==> src/logic/dbg_match_map.svh <==
// Purpose: offsets, field positions and reset values of the debug comparator match block
// Assumes: 8-bit register port, byte addresses
// Notes:   included by bare name
`ifndef DBG_MATCH_MAP_SVH
`define DBG_MATCH_MAP_SVH

`define OFS_CONTROL_FIRST   8'h00
`define OFS_STATUS          8'h01
`define OFS_RANGE_CONTROL   8'h02
`define OFS_STATE_CTL1      8'h03
`define OFS_DATA_CMP_HIGH   8'h08
`define OFS_DATA_CMP_LOW    8'h09
`define OFS_DATA_MASK_HIGH  8'h0A
`define OFS_DATA_MASK_LOW   8'h0B
`define OFS_COMP_BLOCK      4'h1
`define OFS_COMP_CTL        2'h0
`define OFS_COMP_ADDR_H     2'h1
`define OFS_COMP_ADDR_M     2'h2
`define OFS_COMP_ADDR_L     2'h3

`define BIT_ARM             7
`define BIT_TRIGGER         6
`define BIT_BRK_ENABLE      5
`define BIT_BEGIN_ALIGN     4

`define RANGE_OFF           2'h0
`define RANGE_INSIDE        2'h1
`define RANGE_OUTSIDE       2'h2

`define RST_BYTE            8'h00
`define RST_WORD            16'h0000
`define RST_ADDR            18'h00000

`endif

==> src/logic/dbg_match_pkg.sv <==
// Purpose: types shared by the debug comparator match block
// Assumes: 18-bit address bus, 16-bit data bus
// Notes:   constants live in dbg_match_map.svh
package dbg_match_pkg;

   typedef logic [17:0] addr_t;

   typedef struct packed {
      logic        size_select;     // 1 = byte
      logic        tag;
      logic        breakpoint_on_match;
      logic        rw;              // 1 = read
      logic        direction_qualify_enable;
      logic        size_qualify_enable;
      logic        not_equal_data_select;
      logic        enable;
   } comp_ctl_s;

   typedef struct packed {
      addr_t       addr;
      logic [15:0] data;            // [15:8] byte at addr, [7:0] byte at addr+1
      logic        valid;
      logic        read;
      logic        word;
      logic        fetch;
      logic        bdm_access;
   } bus_s;

   typedef enum logic [2:0] {
      ST_DISARMED,
      ST_ONE,
      ST_TWO,
      ST_THREE,
      ST_FINAL
   } seq_state_e;

endpackage

==> src/logic/addr_compare.sv <==
// Purpose: one address comparator with direction and size qualification
// Assumes: bus fields stable within the cycle
// Notes:   ordering outputs serve the range pair
`timescale 1ns/10ps
`default_nettype none
module addr_compare (
   input  wire dbg_match_pkg::comp_ctl_s ctl,       // comparator control
   input  wire dbg_match_pkg::addr_t     ref_addr,  // programmed address
   input  wire dbg_match_pkg::bus_s      bus,       // observed bus cycle
   input  wire logic                     word_gran, // ignore address bit 0
   input  wire logic                     use_size,  // size qualification allowed
   output logic                          hit_eq,    // address equal
   output logic                          hit_ge,    // address at or above
   output logic                          hit_le,    // address at or below
   output logic                          qual_ok    // direction and size accepted
);
   wire dbg_match_pkg::addr_t bus_a;
   wire dbg_match_pkg::addr_t ref_a;
   wire                       dir_ok;
   wire                       size_ok;

   assign bus_a   = word_gran ? {bus.addr[17:1], 1'b0} : bus.addr;
   assign ref_a   = word_gran ? {ref_addr[17:1], 1'b0} : ref_addr;
   assign hit_eq  = bus_a == ref_a;
   assign hit_ge  = bus_a >= ref_a;
   assign hit_le  = bus_a <= ref_a;
   assign dir_ok  = !ctl.direction_qualify_enable || (ctl.rw == bus.read);
   assign size_ok = !use_size || !ctl.size_qualify_enable || (ctl.size_select == !bus.word);
   assign qual_ok = dir_ok && size_ok;
endmodule
`default_nettype wire

==> src/logic/data_compare.sv <==
// Purpose: masked data bus comparison of the first comparator
// Assumes: lower-address byte on data[15:8]
// Notes:   byte accesses still see the low lane, so a low mask may match by accident
`timescale 1ns/10ps
`default_nettype none
module data_compare (
   input  wire logic [15:0] data,     // bus data
   input  wire logic [15:0] cmp,      // {high compare, low compare}
   input  wire logic [15:0] mask,     // {high mask, low mask}
   input  wire logic        not_equal_data_select,      // match on difference
   output logic             data_ok   // data qualification passed
);
   wire [15:0] diff;

   assign diff    = (data ^ cmp) & mask;
   assign data_ok = not_equal_data_select ? |diff : ~|diff;
endmodule
`default_nettype wire

==> src/logic/debug_comparator_match.sv <==
// Purpose: comparator match logic, range pair, tagging and trigger of the debug module
// Assumes: core bus and tag hits synchronous to ref_clk
// Notes:   register port reads answer one cycle after the strobe
`include "dbg_match_map.svh"
`timescale 1ns/10ps
`default_nettype none
module debug_comparator_match (
   input  wire logic                   ref_clk,        // system clock
   input  wire logic                   rst,            // synchronous reset, high
   input  wire logic [7:0]             reg_addr,       // register address
   input  wire logic [7:0]             reg_wdata,      // register write data
   input  wire logic                   reg_wr,         // write strobe
   input  wire logic                   reg_rd,         // read strobe
   output logic [7:0]                  reg_rdata,      // read data, cycle after strobe
   input  wire dbg_match_pkg::bus_s    bus,            // core bus cycle
   input  wire logic                   bdm_active,     // background debug mode active
   input  wire logic [2:0]             tag_hit,        // core: tagged opcode executes
   output logic [2:0]                  tag_set,        // tag the fetched opcode per channel
   output logic                        breakpoint_req, // breakpoint request pulse
   output logic                        trace_trigger,  // final state entered pulse
   output dbg_match_pkg::seq_state_e   seq_state       // sequencer state
);
   dbg_match_pkg::comp_ctl_s ctl [0:2];
   dbg_match_pkg::addr_t     cmp_addr [0:2];
   logic [15:0]              data_cmp;
   logic [15:0]              data_mask;
   logic [1:0]               range_mode;
   logic                     brk_enable;
   logic                     begin_align;
   logic [5:0]               state_ctl [0:2];
   logic [2:0]               match_flag;
   logic [2:0]               forced_q;

   wire [2:0]  hit_eq;
   wire [2:0]  hit_ge;
   wire [2:0]  hit_le;
   wire [2:0]  qual_ok;
   wire        data_ok;
   wire        range_on;
   wire        range_tag;
   wire        watching;
   wire        inside_hit;
   wire        outside_hit;
   wire        range_hit;
   wire [2:0]  single_hit;
   wire [2:0]  ch_hit;
   wire [2:0]  ch_tag;
   wire [2:0]  ch_brk;
   wire [2:0]  event_now;
   wire        wr_ctl;
   wire        immediate_trigger_wr;
   wire        armed;
   wire [1:0]  pick;
   wire        any_event;
   wire [1:0]  next_sel;
   wire dbg_match_pkg::seq_state_e next_state;
   wire        next_bkpt;
   wire [7:0]  rd_value;
   wire [5:0]  cur_ctl;
   wire [7:0]  status_value;

   // next-state code of one channel from a state control byte
   function automatic dbg_match_pkg::seq_state_e next_of(input logic [1:0] code);
      case (code)
         2'h0:    next_of = dbg_match_pkg::ST_ONE;
         2'h1:    next_of = dbg_match_pkg::ST_TWO;
         2'h2:    next_of = dbg_match_pkg::ST_THREE;
         default: next_of = dbg_match_pkg::ST_FINAL;
      endcase
   endfunction

   // register address decode of one comparator byte
   function automatic logic comp_sel(input logic [7:0] a, input logic [1:0] idx, input logic [1:0] part);
      comp_sel = (a[7:4] == `OFS_COMP_BLOCK) && (a[3:2] == idx) && (a[1:0] == part);
   endfunction

   // state control byte for the current state; states outside 1..3 use the first
   assign cur_ctl = (seq_state == dbg_match_pkg::ST_TWO)   ? state_ctl[1] :
                    (seq_state == dbg_match_pkg::ST_THREE) ? state_ctl[2] : state_ctl[0];

   // comparators
   assign range_on  = range_mode != `RANGE_OFF;
   assign range_tag = range_on && ctl[0].tag;
   assign armed     = seq_state != dbg_match_pkg::ST_DISARMED;
   assign watching  = armed && bus.valid && !bdm_active && !bus.bdm_access;

   genvar gi;
   generate
      for (gi = 0; gi < 3; gi = gi + 1) begin : g_comp
         addr_compare u_addr (
            .ctl       (ctl[gi]),
            .ref_addr  (cmp_addr[gi]),
            .bus       (bus),
            .word_gran (range_tag),
            .use_size  ((gi < 2) && !range_on),
            .hit_eq    (hit_eq[gi]),
            .hit_ge    (hit_ge[gi]),
            .hit_le    (hit_le[gi]),
            .qual_ok   (qual_ok[gi])
         );
         // tagged channels ignore direction, size and data
         assign single_hit[gi] = ctl[gi].enable && hit_eq[gi] &&
                                 (ctl[gi].tag || (qual_ok[gi] && (gi != 0 || data_ok)));
      end
   endgenerate

   data_compare u_data (
      .data    (bus.data),
      .cmp     (data_cmp),
      .mask    (data_mask),
      .not_equal_data_select     (ctl[0].not_equal_data_select),
      .data_ok (data_ok)
   );

   // range pair: first comparator gives lower limit, second the upper
   assign inside_hit  = hit_ge[0] && hit_le[1];
   assign outside_hit = !hit_ge[0] || !hit_le[1];
   assign range_hit   = ctl[0].enable && ctl[1].enable &&
                        ((range_mode == `RANGE_INSIDE) ? inside_hit :
                         (range_mode == `RANGE_OUTSIDE) ? outside_hit : 1'b0) &&
                        (ctl[0].tag || (qual_ok[0] && data_ok));

   assign ch_hit[0] = watching && (range_on ? range_hit : single_hit[0]);
   assign ch_hit[1] = watching && !range_on && single_hit[1];
   assign ch_hit[2] = watching && single_hit[2];
   assign ch_tag[0] = ctl[0].tag;
   assign ch_tag[1] = ctl[1].tag;
   assign ch_tag[2] = ctl[2].tag;
   assign ch_brk[0] = ctl[0].breakpoint_on_match;
   assign ch_brk[1] = ctl[1].breakpoint_on_match && !range_on;
   assign ch_brk[2] = ctl[2].breakpoint_on_match;

   // channel events: registered forced match or tag hit of a tagged channel
   assign event_now = armed && (seq_state != dbg_match_pkg::ST_FINAL) ?
                      (forced_q | (tag_hit & ch_tag)) : 3'h0;

   // winner: a channel pointing to final first, then the lowest number
   assign pick = (event_now[0] && (cur_ctl[1:0] == 2'h3)) ? 2'h0 :
                 (event_now[1] && (cur_ctl[3:2] == 2'h3)) ? 2'h1 :
                 (event_now[2] && (cur_ctl[5:4] == 2'h3)) ? 2'h2 :
                 event_now[0] ? 2'h0 :
                 event_now[1] ? 2'h1 : 2'h2;
   assign any_event = |event_now;
   assign next_sel  = (pick == 2'h0) ? cur_ctl[1:0] :
                      (pick == 2'h1) ? cur_ctl[3:2] : cur_ctl[5:4];

   // register writes
   assign wr_ctl  = reg_wr && (reg_addr == `OFS_CONTROL_FIRST);
   assign immediate_trigger_wr = wr_ctl && reg_wdata[`BIT_TRIGGER];

   // sequencer next state; trigger outranks every channel
   assign next_state =
      immediate_trigger_wr ? (reg_wdata[`BIT_BEGIN_ALIGN] ? dbg_match_pkg::ST_FINAL
                                             : dbg_match_pkg::ST_DISARMED) :
      (wr_ctl && !reg_wdata[`BIT_ARM]) ? dbg_match_pkg::ST_DISARMED :
      (wr_ctl && !armed) ? dbg_match_pkg::ST_ONE :
      (seq_state == dbg_match_pkg::ST_FINAL) ? dbg_match_pkg::ST_DISARMED :
      any_event ? next_of(next_sel) : seq_state;

   // end-aligned trigger, final-state exit and immediate channel breakpoints
   assign next_bkpt = (immediate_trigger_wr && !reg_wdata[`BIT_BEGIN_ALIGN]) ||
                      (!immediate_trigger_wr && (seq_state == dbg_match_pkg::ST_FINAL) && brk_enable) ||
                      (|(event_now & ch_brk));

   always_ff @(posedge ref_clk) begin
      if (rst) begin
         seq_state      <= dbg_match_pkg::ST_DISARMED;
         forced_q       <= 3'h0;
         tag_set        <= 3'h0;
         breakpoint_req <= 1'b0;
         trace_trigger  <= 1'b0;
      end else begin
         seq_state      <= next_state;
         forced_q       <= ch_hit & ~ch_tag;
         tag_set        <= bus.fetch ? (ch_hit & ch_tag) : 3'h0;
         breakpoint_req <= next_bkpt;
         trace_trigger  <= (next_state == dbg_match_pkg::ST_FINAL) &&
                           (seq_state != dbg_match_pkg::ST_FINAL);
      end
   end

   // match flags: a transition sets, arming clears, set wins
   always_ff @(posedge ref_clk) begin
      if (rst) begin
         match_flag <= 3'h0;
      end else begin
         match_flag <= ((wr_ctl && reg_wdata[`BIT_ARM]) ? 3'h0 : match_flag) |
                       (any_event ? (3'h1 << pick) : 3'h0);
      end
   end

   always_ff @(posedge ref_clk) begin
      if (rst) begin
         brk_enable  <= 1'b0;
         begin_align <= 1'b0;
         range_mode  <= `RANGE_OFF;
         data_cmp    <= `RST_WORD;
         data_mask   <= `RST_WORD;
      end else if (reg_wr) begin
         if (reg_addr == `OFS_CONTROL_FIRST) begin
            brk_enable  <= reg_wdata[`BIT_BRK_ENABLE];
            begin_align <= reg_wdata[`BIT_BEGIN_ALIGN];
         end
         if (reg_addr == `OFS_RANGE_CONTROL) begin
            range_mode <= reg_wdata[1:0];
         end
         if (reg_addr == `OFS_DATA_CMP_HIGH) begin
            data_cmp[15:8] <= reg_wdata;
         end
         if (reg_addr == `OFS_DATA_CMP_LOW) begin
            data_cmp[7:0] <= reg_wdata;
         end
         if (reg_addr == `OFS_DATA_MASK_HIGH) begin
            data_mask[15:8] <= reg_wdata;
         end
         if (reg_addr == `OFS_DATA_MASK_LOW) begin
            data_mask[7:0] <= reg_wdata;
         end
      end
   end

   generate
      for (gi = 0; gi < 3; gi = gi + 1) begin : g_regs
         always_ff @(posedge ref_clk) begin
            if (rst) begin
               ctl[gi]       <= dbg_match_pkg::comp_ctl_s'(`RST_BYTE);
               cmp_addr[gi]  <= `RST_ADDR;
               state_ctl[gi] <= 6'h00;
            end else if (reg_wr) begin
               if (comp_sel(reg_addr, 2'(gi), `OFS_COMP_CTL)) begin
                  ctl[gi] <= dbg_match_pkg::comp_ctl_s'(reg_wdata);
               end
               if (comp_sel(reg_addr, 2'(gi), `OFS_COMP_ADDR_H)) begin
                  cmp_addr[gi][17:16] <= reg_wdata[1:0];
               end
               if (comp_sel(reg_addr, 2'(gi), `OFS_COMP_ADDR_M)) begin
                  cmp_addr[gi][15:8] <= reg_wdata;
               end
               if (comp_sel(reg_addr, 2'(gi), `OFS_COMP_ADDR_L)) begin
                  cmp_addr[gi][7:0] <= reg_wdata;
               end
               if (reg_addr == (`OFS_STATE_CTL1 + 8'(gi))) begin
                  state_ctl[gi] <= reg_wdata[5:0];
               end
            end
         end
      end
   endgenerate

   // read mux; trigger reads as zero, unmapped addresses read zero
   assign status_value = {1'b0, match_flag, 1'b0, 3'(seq_state)};
   assign rd_value =
      (reg_addr == `OFS_CONTROL_FIRST)  ? {armed, 1'b0, brk_enable, begin_align, 4'h0} :
      (reg_addr == `OFS_STATUS)         ? status_value :
      (reg_addr == `OFS_RANGE_CONTROL)  ? {6'h00, range_mode} :
      (reg_addr == `OFS_STATE_CTL1)     ? {2'h0, state_ctl[0]} :
      (reg_addr == `OFS_STATE_CTL1 + 8'h01) ? {2'h0, state_ctl[1]} :
      (reg_addr == `OFS_STATE_CTL1 + 8'h02) ? {2'h0, state_ctl[2]} :
      (reg_addr == `OFS_DATA_CMP_HIGH)  ? data_cmp[15:8] :
      (reg_addr == `OFS_DATA_CMP_LOW)   ? data_cmp[7:0] :
      (reg_addr == `OFS_DATA_MASK_HIGH) ? data_mask[15:8] :
      (reg_addr == `OFS_DATA_MASK_LOW)  ? data_mask[7:0] :
      (reg_addr[7:4] != `OFS_COMP_BLOCK || reg_addr[3:2] == 2'h3) ? `RST_BYTE :
      (reg_addr[1:0] == `OFS_COMP_CTL)    ? 8'(ctl[reg_addr[3:2]]) :
      (reg_addr[1:0] == `OFS_COMP_ADDR_H) ? {6'h00, cmp_addr[reg_addr[3:2]][17:16]} :
      (reg_addr[1:0] == `OFS_COMP_ADDR_M) ? cmp_addr[reg_addr[3:2]][15:8] :
                                            cmp_addr[reg_addr[3:2]][7:0];

   always_ff @(posedge ref_clk) begin
      if (rst) begin
         reg_rdata <= `RST_BYTE;
      end else begin
         reg_rdata <= reg_rd ? rd_value : `RST_BYTE;
      end
   end
endmodule
`default_nettype wire

==> config.mk <==
export PLATFORM = sky130hd
export DESIGN_NAME = debug_comparator_match
export DESIGN_NICKNAME = d
export VERILOG_FILES = /design/src/logic/dbg_match_pkg.sv /design/src/logic/addr_compare.sv /design/src/logic/data_compare.sv /design/src/logic/debug_comparator_match.sv
export VERILOG_INCLUDE_DIRS = /design/src /design/src/logic
export SDC_FILE = /design/constraint.sdc
export NUM_CORES = 1
export LEC_CHECK = 0
export BUFFER_PORTS_ARGS = -buffer_cell sky130_fd_sc_hd__buf_2
export CAP_MARGIN = 5
export CORE_MARGIN = 3
export CORE_UTILIZATION = 55
export CTS_BUF_LIST = sky130_fd_sc_hd__clkbuf_4 sky130_fd_sc_hd__clkbuf_8
export DETAILED_ROUTE_END_ITERATION = 10
export GPL_TIMING_DRIVEN = 0
export PLACE_DENSITY = 0.78
export SKIP_CTS_REPAIR_TIMING = 1
export SLEW_MARGIN = 20
export SYNTH_ARGS = -nofsm -noshare
export SYNTH_HDL_FRONTEND = slang
export SYNTH_SLANG_ARGS = --single-unit
==> constraint.sdc <==
create_clock -name ref_clk -period 2.4 [get_ports ref_clk]
set_input_delay 0.12 -clock ref_clk [delete_from_list [all_inputs] [get_ports ref_clk]]
set_output_delay 0.12 -clock ref_clk [all_outputs]
set_load 0.005 [all_outputs]
# --- Yosys cells after proc, flatten, opt, wreduce, memory -nomap -nowiden ---
# Memory sizes are Yosys's and may differ from the RTL's.
# Cells that the tools add are included.
classes:
  reduce_logical: 100
  div: 0
  n_mul: 0
  n_eq_ne: 38
  bitwise: 26
  shift: 1
  mux: 118
  n_addsub: 0
  magnitude_cmp: 2
ops:
  columns: ["operator", "count"]
  rows:
  - ["two-way mux 8 bit", 23]
  - ["two-way mux 1 bit", 70]
  - ["equality test 18 bit", 3]
  - ["logical AND 1 bit", 50]
  - ["equality test 8 x 4 -> 1 bit, second input constant", 4]
  - ["two-way mux 6 bit", 5]
  - ["two-way mux 3 bit", 9]
  - ["two-way mux 2 bit", 10]
  - ["equality test 2 bit, second input constant", 9]
  - [">= comparator 18 bit", 1]
  - ["<= comparator 18 bit", 1]
  - ["AND 16 bit", 1]
  - ["equality test 8 x 2 -> 1 bit, second input constant", 2]
  - ["equality test 8 x 3 -> 1 bit, second input constant", 2]
  - ["logical NOT 1 bit", 16]
  - ["OR reduction 16 bit", 1]
  - ["XOR 16 bit", 1]
  - ["bitwise OR 1 bit", 15]
  - ["logical OR 1 bit", 14]
  - ["AND 3 bit", 4]
  - ["AND reduction 2 bit", 6]
  - ["equality test 2 x 1 -> 1 bit, second input constant", 5]
  - ["one-hot mux 3 bit (3 select lines)", 1]
  - ["OR reduction 3 bit", 3]
  - ["17 further kinds", 29]
word_totals:
  ram_bits: 96
  ff_bits: 58
  mem_bits_ro: 0
  latch_bits: 0
  input_bits: 63
  memories: 3
  wordCells: 304
  output_inout_bits: 16
memory_table:
  columns: ["memory", "depth", "word_bits", "rd", "rd_ports_with_merged_regs", "wr", "line", "rtl"]
  rows:
  - ["cmp_addr", 3, 18, 4, 0, 3, "debug_comparator_match.sv:24", "dbg_match_pkg::addr_t cmp_addr [0:2];"]
  - ["ctl", 3, 8, 4, 0, 3, "debug_comparator_match.sv:23", "dbg_match_pkg::comp_ctl_s ctl [0:2];"]
  - ["state_ctl", 3, 6, 3, 0, 3, "debug_comparator_match.sv:30", "logic [5:0] state_ctl [0:2];"]

# --- Depth between registers and ports, before layout ---
# Gate-level depths: netlist (run 1).
# An unclocked memory read counts as a cell.
logic_depth:
  depth_word: 21
  depth_mapped: 12
  ltp_nobuf: 11

# --- Cells and area by module ---
# A second synthesis (run 1) with hierarchy kept.
hier_totals:
  hier_cells: 1035
  area_unflattened_um2: 9514.1
modules_own_cells:
  columns: ["module", "area_each_um2", "instances", "cells_per_inst"]
  rows:
  - ["debug_comparator_match", 7711.1, 1, 781]
  - ["addr_compare", 521.8, 3, 76]
  - ["data_compare", 237.7, 1, 26]

# --- Worst setup path before layout (run 1) ---
# No wires, ideal clock.
synth_path:
  path_kind: "reg2reg"
  from: "reg seq_state[0]"
  to: "reg trace_trigger"
  setup_slack_ps: -31
  path_stages_with_launch: 11
  required_time_ps: 2340
  period_less_slack_ps: 2431
  t_arrival_ps: 2371
  cell_sequence: "dfxtp_1 buf_6 mux2_1 mux2_4 nand3_4 a21boi_0 or4_4 ha_1 mux2i_1 o21ai_0 and3b_1"
synth_between:
  elab_chain_len: 20
synth_rtl:
  columns: ["element", "line", "rtl"]
  rows:
  - ["start, declared", "debug_comparator_match.sv:21", "output dbg_match_pkg::seq_state_e seq_state"]
  - ["start signal, assigned", "debug_comparator_match.sv:167", "seq_state <= dbg_match_pkg::ST_DISARMED;"]
  - ["start signal, assigned", "debug_comparator_match.sv:173", "seq_state <= next_state;"]
  - ["equality test 3 x 2 -> 1 bit, or another cell as far along", "debug_comparator_match.sv:79", "(seq_state == dbg_match_pkg::ST_THREE) ? state_ctl[2] : state_ctl[0];"]
  - ["two-way mux 6 bit / logical AND 1 bit (equally long branches)", "debug_comparator_match.sv:79, debug_comparator_match.sv:134", null]
  - ["two-way mux 6 bit / two-way mux 3 bit (equally long branches)", "debug_comparator_match.sv:78, debug_comparator_match.sv:134", null]
  - ["equality test 2 bit / two-way mux 2 bit (equally long branches)", "debug_comparator_match.sv:140, debug_comparator_match.sv:142", null]
  - ["logical AND 1 bit / two-way mux 2 bit (equally long branches)", "debug_comparator_match.sv:140, debug_comparator_match.sv:141", null]
  - ["two-way mux 2 bit", "debug_comparator_match.sv:140", "(event_now[2] && (cur_ctl[5:4] == 2'h3)) ? 2'h2 :"]
  - ["two-way mux 2 bit", "debug_comparator_match.sv:139", "(event_now[1] && (cur_ctl[3:2] == 2'h3)) ? 2'h1 :"]
  - ["two-way mux 2 bit", "debug_comparator_match.sv:138", "assign pick = (event_now[0] && (cur_ctl[1:0] == 2'h3)) ? 2'h0 :"]
  - ["[... 4 more ...]", null, null]
  - ["one-hot mux 3 bit (3 select lines)", "debug_comparator_match.sv:64", "case (code)"]
  - ["two-way mux 3 bit", "debug_comparator_match.sv:158", "any_event ? next_of(next_sel) : seq_state;"]
  - ["two-way mux 3 bit", "debug_comparator_match.sv:157", "(seq_state == dbg_match_pkg::ST_FINAL) ? dbg_match_pkg::ST_DISARMED :"]
  - ["two-way mux 3 bit", "debug_comparator_match.sv:156", "(wr_ctl && !armed) ? dbg_match_pkg::ST_ONE :"]
  - ["two-way mux 3 bit", "debug_comparator_match.sv:155", "(wr_ctl && !reg_wdata[`BIT_ARM]) ? dbg_match_pkg::ST_DISARMED :"]
  - ["two-way mux 3 bit", "debug_comparator_match.sv:153", "immediate_trigger_wr ? (reg_wdata[`BIT_BEGIN_ALIGN] ? dbg_match_pkg::ST_FINAL"]
  - ["equality test 3 bit", "debug_comparator_match.sv:177", "trace_trigger <= (next_state == dbg_match_pkg::ST_FINAL) &&"]
  - ["logical AND 1 bit (*)", "debug_comparator_match.sv:177", null]
  - ["end signal, assigned", "debug_comparator_match.sv:177", null]
  - ["end, declared", "debug_comparator_match.sv:20", "output logic trace_trigger,"]
# Every way passes the cells marked *; elsewhere a longest branch is shown, timed or not.
# A chain may end at the register's enable or synchronous reset.

# --- Worst setup path in the final report (run 1) ---
# Ends and elaborated chain as after synthesis.

==> impl_metrics.py, run 1 <==
metrics = {
    "grt": {
        "grt_pass1_vias": 7515,
        "grt_usage_pct": 33.1,
        "antenna_found_initial": 0,
        "grt_pass1_wl_um": 44600,
        "grt_max_degree": 17,
        "overflow": 0,
    },
    "critical_path": {
        "crit_cells": 10,
        "crit_top_cell": "mux2_4",
        "criticalPathCategory": "flop to flop",
        "reg2reg_slack_ps": -180,
        "rr_startpoint": "seq_state[0]",
        "timing.critical_path.from": "seq_state[0]",
        "critPathLaunchType": "flop",
        "cp-end-kind": "flop",
        "crit_arrival_ps": 2930,
        "crit_chain": "buf_12 -> mux2_4 -> mux2_4 -> nand3_4 -> a21boi_2 -> or4_4 -> ha_4 -> mux2i_1 -> o21ai_1 -> and3b_1",
        "crit_buf_inv": 1,
        "r2r_end": "trace_trigger",
        "cp_max_fo": 8,
        "r2r_cells": 10,
        "crit_path_max_incr_delay_ps": 560,
        "critPathTopFamily": "simple AND/OR/NAND/NOR gates",
        "cp_slowest_cell": "or4_4",
        "critical_path_required_ps": 2760,
    },
    "die": {
        "fp.coreArea_mm2": 0.0161,
        "die-height_um": 135,
        "fp.dieW_um": 135,
        "ios": 79,
        "rows": 46,
        "die_area_mm2": 0.0182,
        "start_util_pct": 57.0,
    },
    "yosys": {
        "syn_inst": 954,
        "synth_area_leaders": "edfxtp_1 (32%), dfxtp_1 (13%), and2_1 (5.7%)",
        "synth_flop_cell": "edfxtp_1",
        "synth_most_common_cell": "nand2_1",
        "synth_top_area_share_pct": 31.5,
        "ys.warnings.count": 0,
        "ys_ff_latch": 154,
        "syn_nets": 1054,
        "netlist_area_mm2": 0.00915,
        "synth_largest_area_cell": "edfxtp_1",
        "synth_edf_count": 96,
        "synth.avg_cell_area_um2": 9.59,
        "async_flop_share_pct": 0,
        "seq_area_frac_synth_pct": 44.2,
        "synth_commonest_cells": "nand2_1 (103), edfxtp_1 (96), and2_1 (84), a21oi_1 (64), dfxtp_1 (58)",
        "ys_types": 73,
    },
    "finish": {
        "num-nets-final": 1159,
        "area_growth_pct": 14.1,
        "seq_area_mm2": 0.00405,
        "final_layout_size_suffix_gt1_share_pct": 18.1,
        "fillers": 1347,
        "multi_input_area_mm2": 0.00485,
        "final_core_util_pct": 65.0,
        "n_antenna_cell": 0,
    },
    "clock_network": {
        "cts.sink_count": 154,
        "tritoncts": "built",
        "htreeDepth": 4,
        "clock_latency_ps": 470,
        "clk_pin_slew_ps": 90,
        "clk_root_buffer_cell": "clkbuf_8",
        "clock_path_buffers": 2,
        "numCtsBuffers": 17,
    },
    "sta": {
        "post-route-period-util_pct": 107,
        "tightest_slew_ps": 978,
        "hold_violations": 0,
        "finClkSkew_ps": 12.7,
        "rsz0062_at_grt": "yes",
        "slew_viol_final": 0,
        "relSlewSlack_pct": 34.3,
        "fin_ws_ps": -176,
        "min_period_ps": 2580,
        "max_clock_freq_mhz": 388,
        "setup_viol": 2,
    },
    "detailed_routing": {
        "ant_nets": 0,
        "drc": 0,
        "totalWireLength_um": 30600,
        "routedWlPerCell_um": 23.7,
        "drt_iter0_drc": 1106,
        "via_per_inst": 6.37,
        "vias": 8210,
        "drtPass1Iterations": 7,
    },
    "job": {
        "cap_violations": 0,
    },
    "power_and_ir_drop": {
        "leakage_nw": 4.10,
        "power_density_mw_per_mm2": 541,
        "peakVddDrop_v": 0.000444,
        "p_total_mw": 5.65,
    },
    "outcome": {
        "violations": "negative setup slack",
        "status": "complete, but fails checks",
    },
    "worst_hold_path": {
        "hold_depth": 3,
        "worstHoldPathType": "input pin to flop",
        "min_from": "reg_wdata[5]",
        "min_to": "data_cmp[5]",
    },
    "placed_design": {
        "gp_congestion": 0.992,
        "post-dp-hpwl_um": 22600,
        "io_buffers": 72,
    },
}
-- layer usage --
layer  share of wire [%]  GRT usage, %
met2                  44          49.5
met1                  40          46.5
met4                 3.1          10.7
met5                   0             0
met3                  13          10.1
-- registers in the layout, summed over array words and instances (netlist names), 2 cells and up --
register    cells
range_mode      2
tag_set         3
cmp_addr       54
ctl            24
state_ctl      18
forced_q        3
reg_rdata       8
match_flag      3
data_cmp       16
data_mask      16
seq_state       3
-- through the flow --
step / area [um2] / instances / hold WS (ps) / TNS (ps) / worst slack (ps)
6_report: 10400 / 1288 / 30.0 / -285 / -176
4_1_cts: 10200 / 1274 / -33.1 / -1340 / -490
3_5_place_dp: 9780 / 1242 / 464 / -48260 / -500
5_1_grt: 10400 / 1288 / 1.09 / -591 / -275
2_1_floorplan: 9150 / 954 / 256 / 0 / 10.6
3_3_place_gp: 9780 / 1242 / 457 / -44390 / -466
-- where the power goes --
part / switching, mW / internal [mW] / leakage [nW] / total [mW]
Sequential: 0.0697 / 2.89 / 1.38 / 2.96
Combinational: 0.506 / 0.275 / 2.52 / 0.781
Clock: 1.06 / 0.849 / 0.191 / 1.91
Total: 1.64 / 4.01 / 4.10 / 5.65
-- worst register-to-register path, cell delays in order (launching register included) --
cell and delay (ps):
dfxtp_4 360, buf_12 140, mux2_4 290, mux2_4 280
nand3_4 110, a21boi_2 60, or4_4 560, ha_4 280
mux2i_1 80, o21ai_1 150, and3b_1 180
-- how the worst max path moves through the flow --
stage,to
3_5_place_dp,cmp_addr[1][15]
6_report,trace_trigger
4_1_cts,trace_trigger
5_1_grt,trace_trigger
2_1_floorplan,trace_trigger
3_3_place_gp,trace_trigger
-- cells by family after synthesis --
kind of cell	after synthesis	synth area share, %
compound gates	199	14.2
flops	154	44.2
fa+ha+maj	37	5.06
xor+xnor	40	3.83
mux	60	7.38
simple gates	367	20.9
buf+inv	97	4.44
-- layout make-up --
class | instances | area share (%)
Buffer | 57 | 2.55
Clock buffer | 18 | 2.37
Clock inverter | 14 | 1.17
Inverter | 40 | 1.44
Multi-Input combinational cell | 703 | 46.5
Sequential cell | 154 | 38.8
Tap cell | 216 | 2.59
Timing Repair Buffer | 86 | 4.55
-- layout by cell type, fill, tap and decap left out, types with 37 or more instances in the layout --
cell type and instances:
mux2i_1 42, dfxtp_1 55, buf_2 80, inv_1 40, a21oi_1 62, clkbuf_1 37
nor2_1 53, nand2_1 103, edfxtp_1 96, and2_1 83
(Power assumes the default switching activity.)
==> inputs of run 2 (changes only) <==
--- a/config.mk
+++ b/config.mk
@@ -8,7 +8,7 @@
 export LEC_CHECK = 0
 export BUFFER_PORTS_ARGS = -buffer_cell sky130_fd_sc_hd__buf_2
 export CAP_MARGIN = 5
-export CORE_MARGIN = 3
+export CORE_MARGIN = 4
 export CORE_UTILIZATION = 55
 export CTS_BUF_LIST = sky130_fd_sc_hd__clkbuf_4 sky130_fd_sc_hd__clkbuf_8
 export DETAILED_ROUTE_END_ITERATION = 10
@@ -18,4 +18,5 @@
 export SLEW_MARGIN = 20
 export SYNTH_ARGS = -nofsm -noshare
 export SYNTH_HDL_FRONTEND = slang
+export SYNTH_HIERARCHICAL = 1
 export SYNTH_SLANG_ARGS = --single-unit
==> run 2 against run 1 <==
Net effect:
- the run ends with design-rule violations, negative setup slack left
- clock skew decreased by 2.0 ps
- fmax fell by 5.3%
- critical endpoint unchanged
- core utilization grew 0.79 points
- routed wire length grew 0.54%
- critical path depth rose by 3
- design area up 4.5%
- largest cell class unchanged
- hold slack worse by 26 ps
- synthesized cell count is 4.9% higher
==> impl_metrics.py, run 2 <==
metrics = {
    "worst_hold_path": {
        "min_to": "seq_state[1]",
        "min_from": "rst",
        "worstHoldPathType": "input pin to flop",
        "hold_depth": 3,
    },
    "yosys": {
        "ys.warnings.count": 6,
        "netlist_area_mm2": 0.00932,
        "synth.avg_cell_area_um2": 9.31,
        "syn_inst": 1001,
        "syn_nets": 1119,
    },
    "die": {
        "rows": 47,
        "start_util_pct": 56.2,
        "fp.coreArea_mm2": 0.0166,
        "die-height_um": 138,
        "die_area_mm2": 0.0191,
        "fp.dieW_um": 138,
        "ios": 79,
    },
    "detailed_routing": {
        "routedWlPerCell_um": 22.8,
        "drc": 2,
        "via_per_inst": 6.26,
        "drtPass1Iterations": 9,
        "drt_iter0_drc": 1310,
        "totalWireLength_um": 30700,
        "ant_nets": 0,
        "vias": 8432,
    },
    "critical_path": {
        "critPathLaunchType": "flop",
        "cp_max_fo": 6,
        "crit_arrival_ps": 3150,
        "rr_startpoint": "ctl[0][6]",
        "r2r_end": "trace_trigger",
        "criticalPathCategory": "flop to flop",
        "critical_path_required_ps": 2830,
        "reg2reg_slack_ps": -320,
        "r2r_cells": 13,
        "cp-end-kind": "flop",
    },
    "sta": {
        "hold_violations": 0,
        "fin_ws_ps": -321,
        "finClkSkew_ps": 10.7,
        "setup_viol": 4,
        "fin_setup_tns_ps": -995,
        "relSlewSlack_pct": 24.6,
        "rsz0062_at_grt": "yes",
        "post-route-period-util_pct": 113,
        "max_clock_freq_mhz": 367,
        "tightest_slew_ps": 1110,
        "min_period_ps": 2720,
        "slew_viol_final": 0,
    },
    "finish": {
        "multi_input_area_mm2": 0.00516,
        "area_growth_pct": 17.1,
        "reg.largest.list": "cmp_addr x54, ctl x24, state_ctl x18",
        "fillers": 1371,
        "num-nets-final": 1232,
        "final_core_util_pct": 65.8,
        "seq_area_mm2": 0.00405,
        "final_layout_size_suffix_gt1_share_pct": 18.2,
        "layout_common_cells": "nand2_1 (122), edfxtp_1 (96), and2_1 (87)",
        "regMostFlops": "cmp_addr",
        "largest_reg_flops": 54,
        "final_common_cell": "nand2_1",
    },
    "power_and_ir_drop": {
        "leakage_nw": 4.39,
        "peakVddDrop_v": 0.000337,
        "power_density_mw_per_mm2": 536,
    },
    "grt": {
        "grt_pass1_wl_um": 45500,
        "use_met3_pct": 7.32,
        "grt_usage_pct": 31.0,
        "grt_most_used_layer": "met2",
        "antenna_found_initial": 0,
        "overflow": 0,
        "grt_max_degree": 17,
        "grtUsageMet1_pct": 43.1,
        "grt_use_met2_pct": 48.1,
        "grt_pass1_vias": 7792,
    },
    "clock_network": {
        "clk_root_buffer_cell": "clkbuf_8",
        "numCtsBuffers": 17,
        "htreeDepth": 4,
        "tritoncts": "built",
        "cts.sink_count": 154,
        "clock_latency_ps": 480,
        "clk_pin_slew_ps": 90,
        "clock_path_buffers": 2,
    },
    "job": {
        "cap_violations": 0,
    },
    "outcome": {
        "status": "complete, but fails checks",
        "violations": "design-rule violations, negative setup slack",
    },
    "placed_design": {
        "io_buffers": 71,
        "gp_congestion": 1.05,
        "post-dp-hpwl_um": 22700,
    },
}
-- run 2: changes by cell type in the layout (fill, tap and decap cells not counted), moves of 6 or more --
cell,before,now
inv_1,40,60
nand2_1,103,122
xor2_1,36,19
ha_1,36,52
nor4_1,17,1
o21ai_0,23,38
nor2_2,8,1
or3_1,7,0
a21oi_1,62,68
buf_4,10,16
o22ai_1,9,3
-- run 2: power by group --
| part | total (mW) | switching (mW) | internal (mW) |
|---|---|---|---|
| sequential | 2.96 | 0.0660 | 2.89 |
| clock | 2.09 | 1.06 | 1.03 |
| combinational | 0.805 | 0.520 | 0.285 |
| total | 5.85 | 1.65 | 4.20 |
-- run 2: how the worst max path moves through the flow --
stage                       startpoint            end  slack [ps]  cells after the start
after floorplan           seq_state[0]  trace_trigger         -50                     11
after global placement       ctl[1][6]  trace_trigger        -550                     12
after detailed placement     ctl[1][6]  trace_trigger        -600                     12
after CTS                    ctl[1][6]  trace_trigger        -640                     12
after global routing      seq_state[0]  trace_trigger        -430                     14
final                        ctl[0][6]  trace_trigger        -320                     13
-- run 2: worst max-delay path, cell delays in order, from the launching register on --
cell and delay [ps]:
edfxtp_1 380, buf_4 160, a21oi_4 80, nor2_1 460, nor2_1 90, o211a_1 270
a32o_2 250, a31oi_4 180, ha_4 150, o21ai_1 50, a31oi_1 140, a21oi_1 70
o21ai_1 210, o311a_1 190
-- run 2: metal layers --
| metal | wire, um | part of all wire, % |
|---|---|---|
| met5 | 0 | 0 |
| met4 | 991 | 3.2 |
| met3 | 4010 | 13 |
| met2 | 13700 | 45 |
| met1 | 12000 | 39 |
-- run 2: area by class of cell --
class                           count  area share, %
Sequential cell                   154           37.1
Timing Repair Buffer               95           5.21
Buffer                             52           1.99
Clock buffer                       17           2.14
Antenna cell                        1         0.0229
Multi-Input combinational cell    734           47.3
Clock inverter                     15           1.58
Tap cell                          220           2.52
Inverter                           60           2.06
-- run 2: metrics by stage --
stage                     cell area [um2]  hold slack (ps)  std cells  worst slack [ps]  power, mW
final                               10900             3.98       1348              -321       5.85
after global routing                10900             22.2       1347              -429       6.03
after CTS                           10400            -95.8       1324              -638       5.74
after detailed placement            10000              396       1292              -604       3.72
after global placement              10000              392       1292              -550       3.70
after floorplan                      9370              256       1001             -51.4       3.41
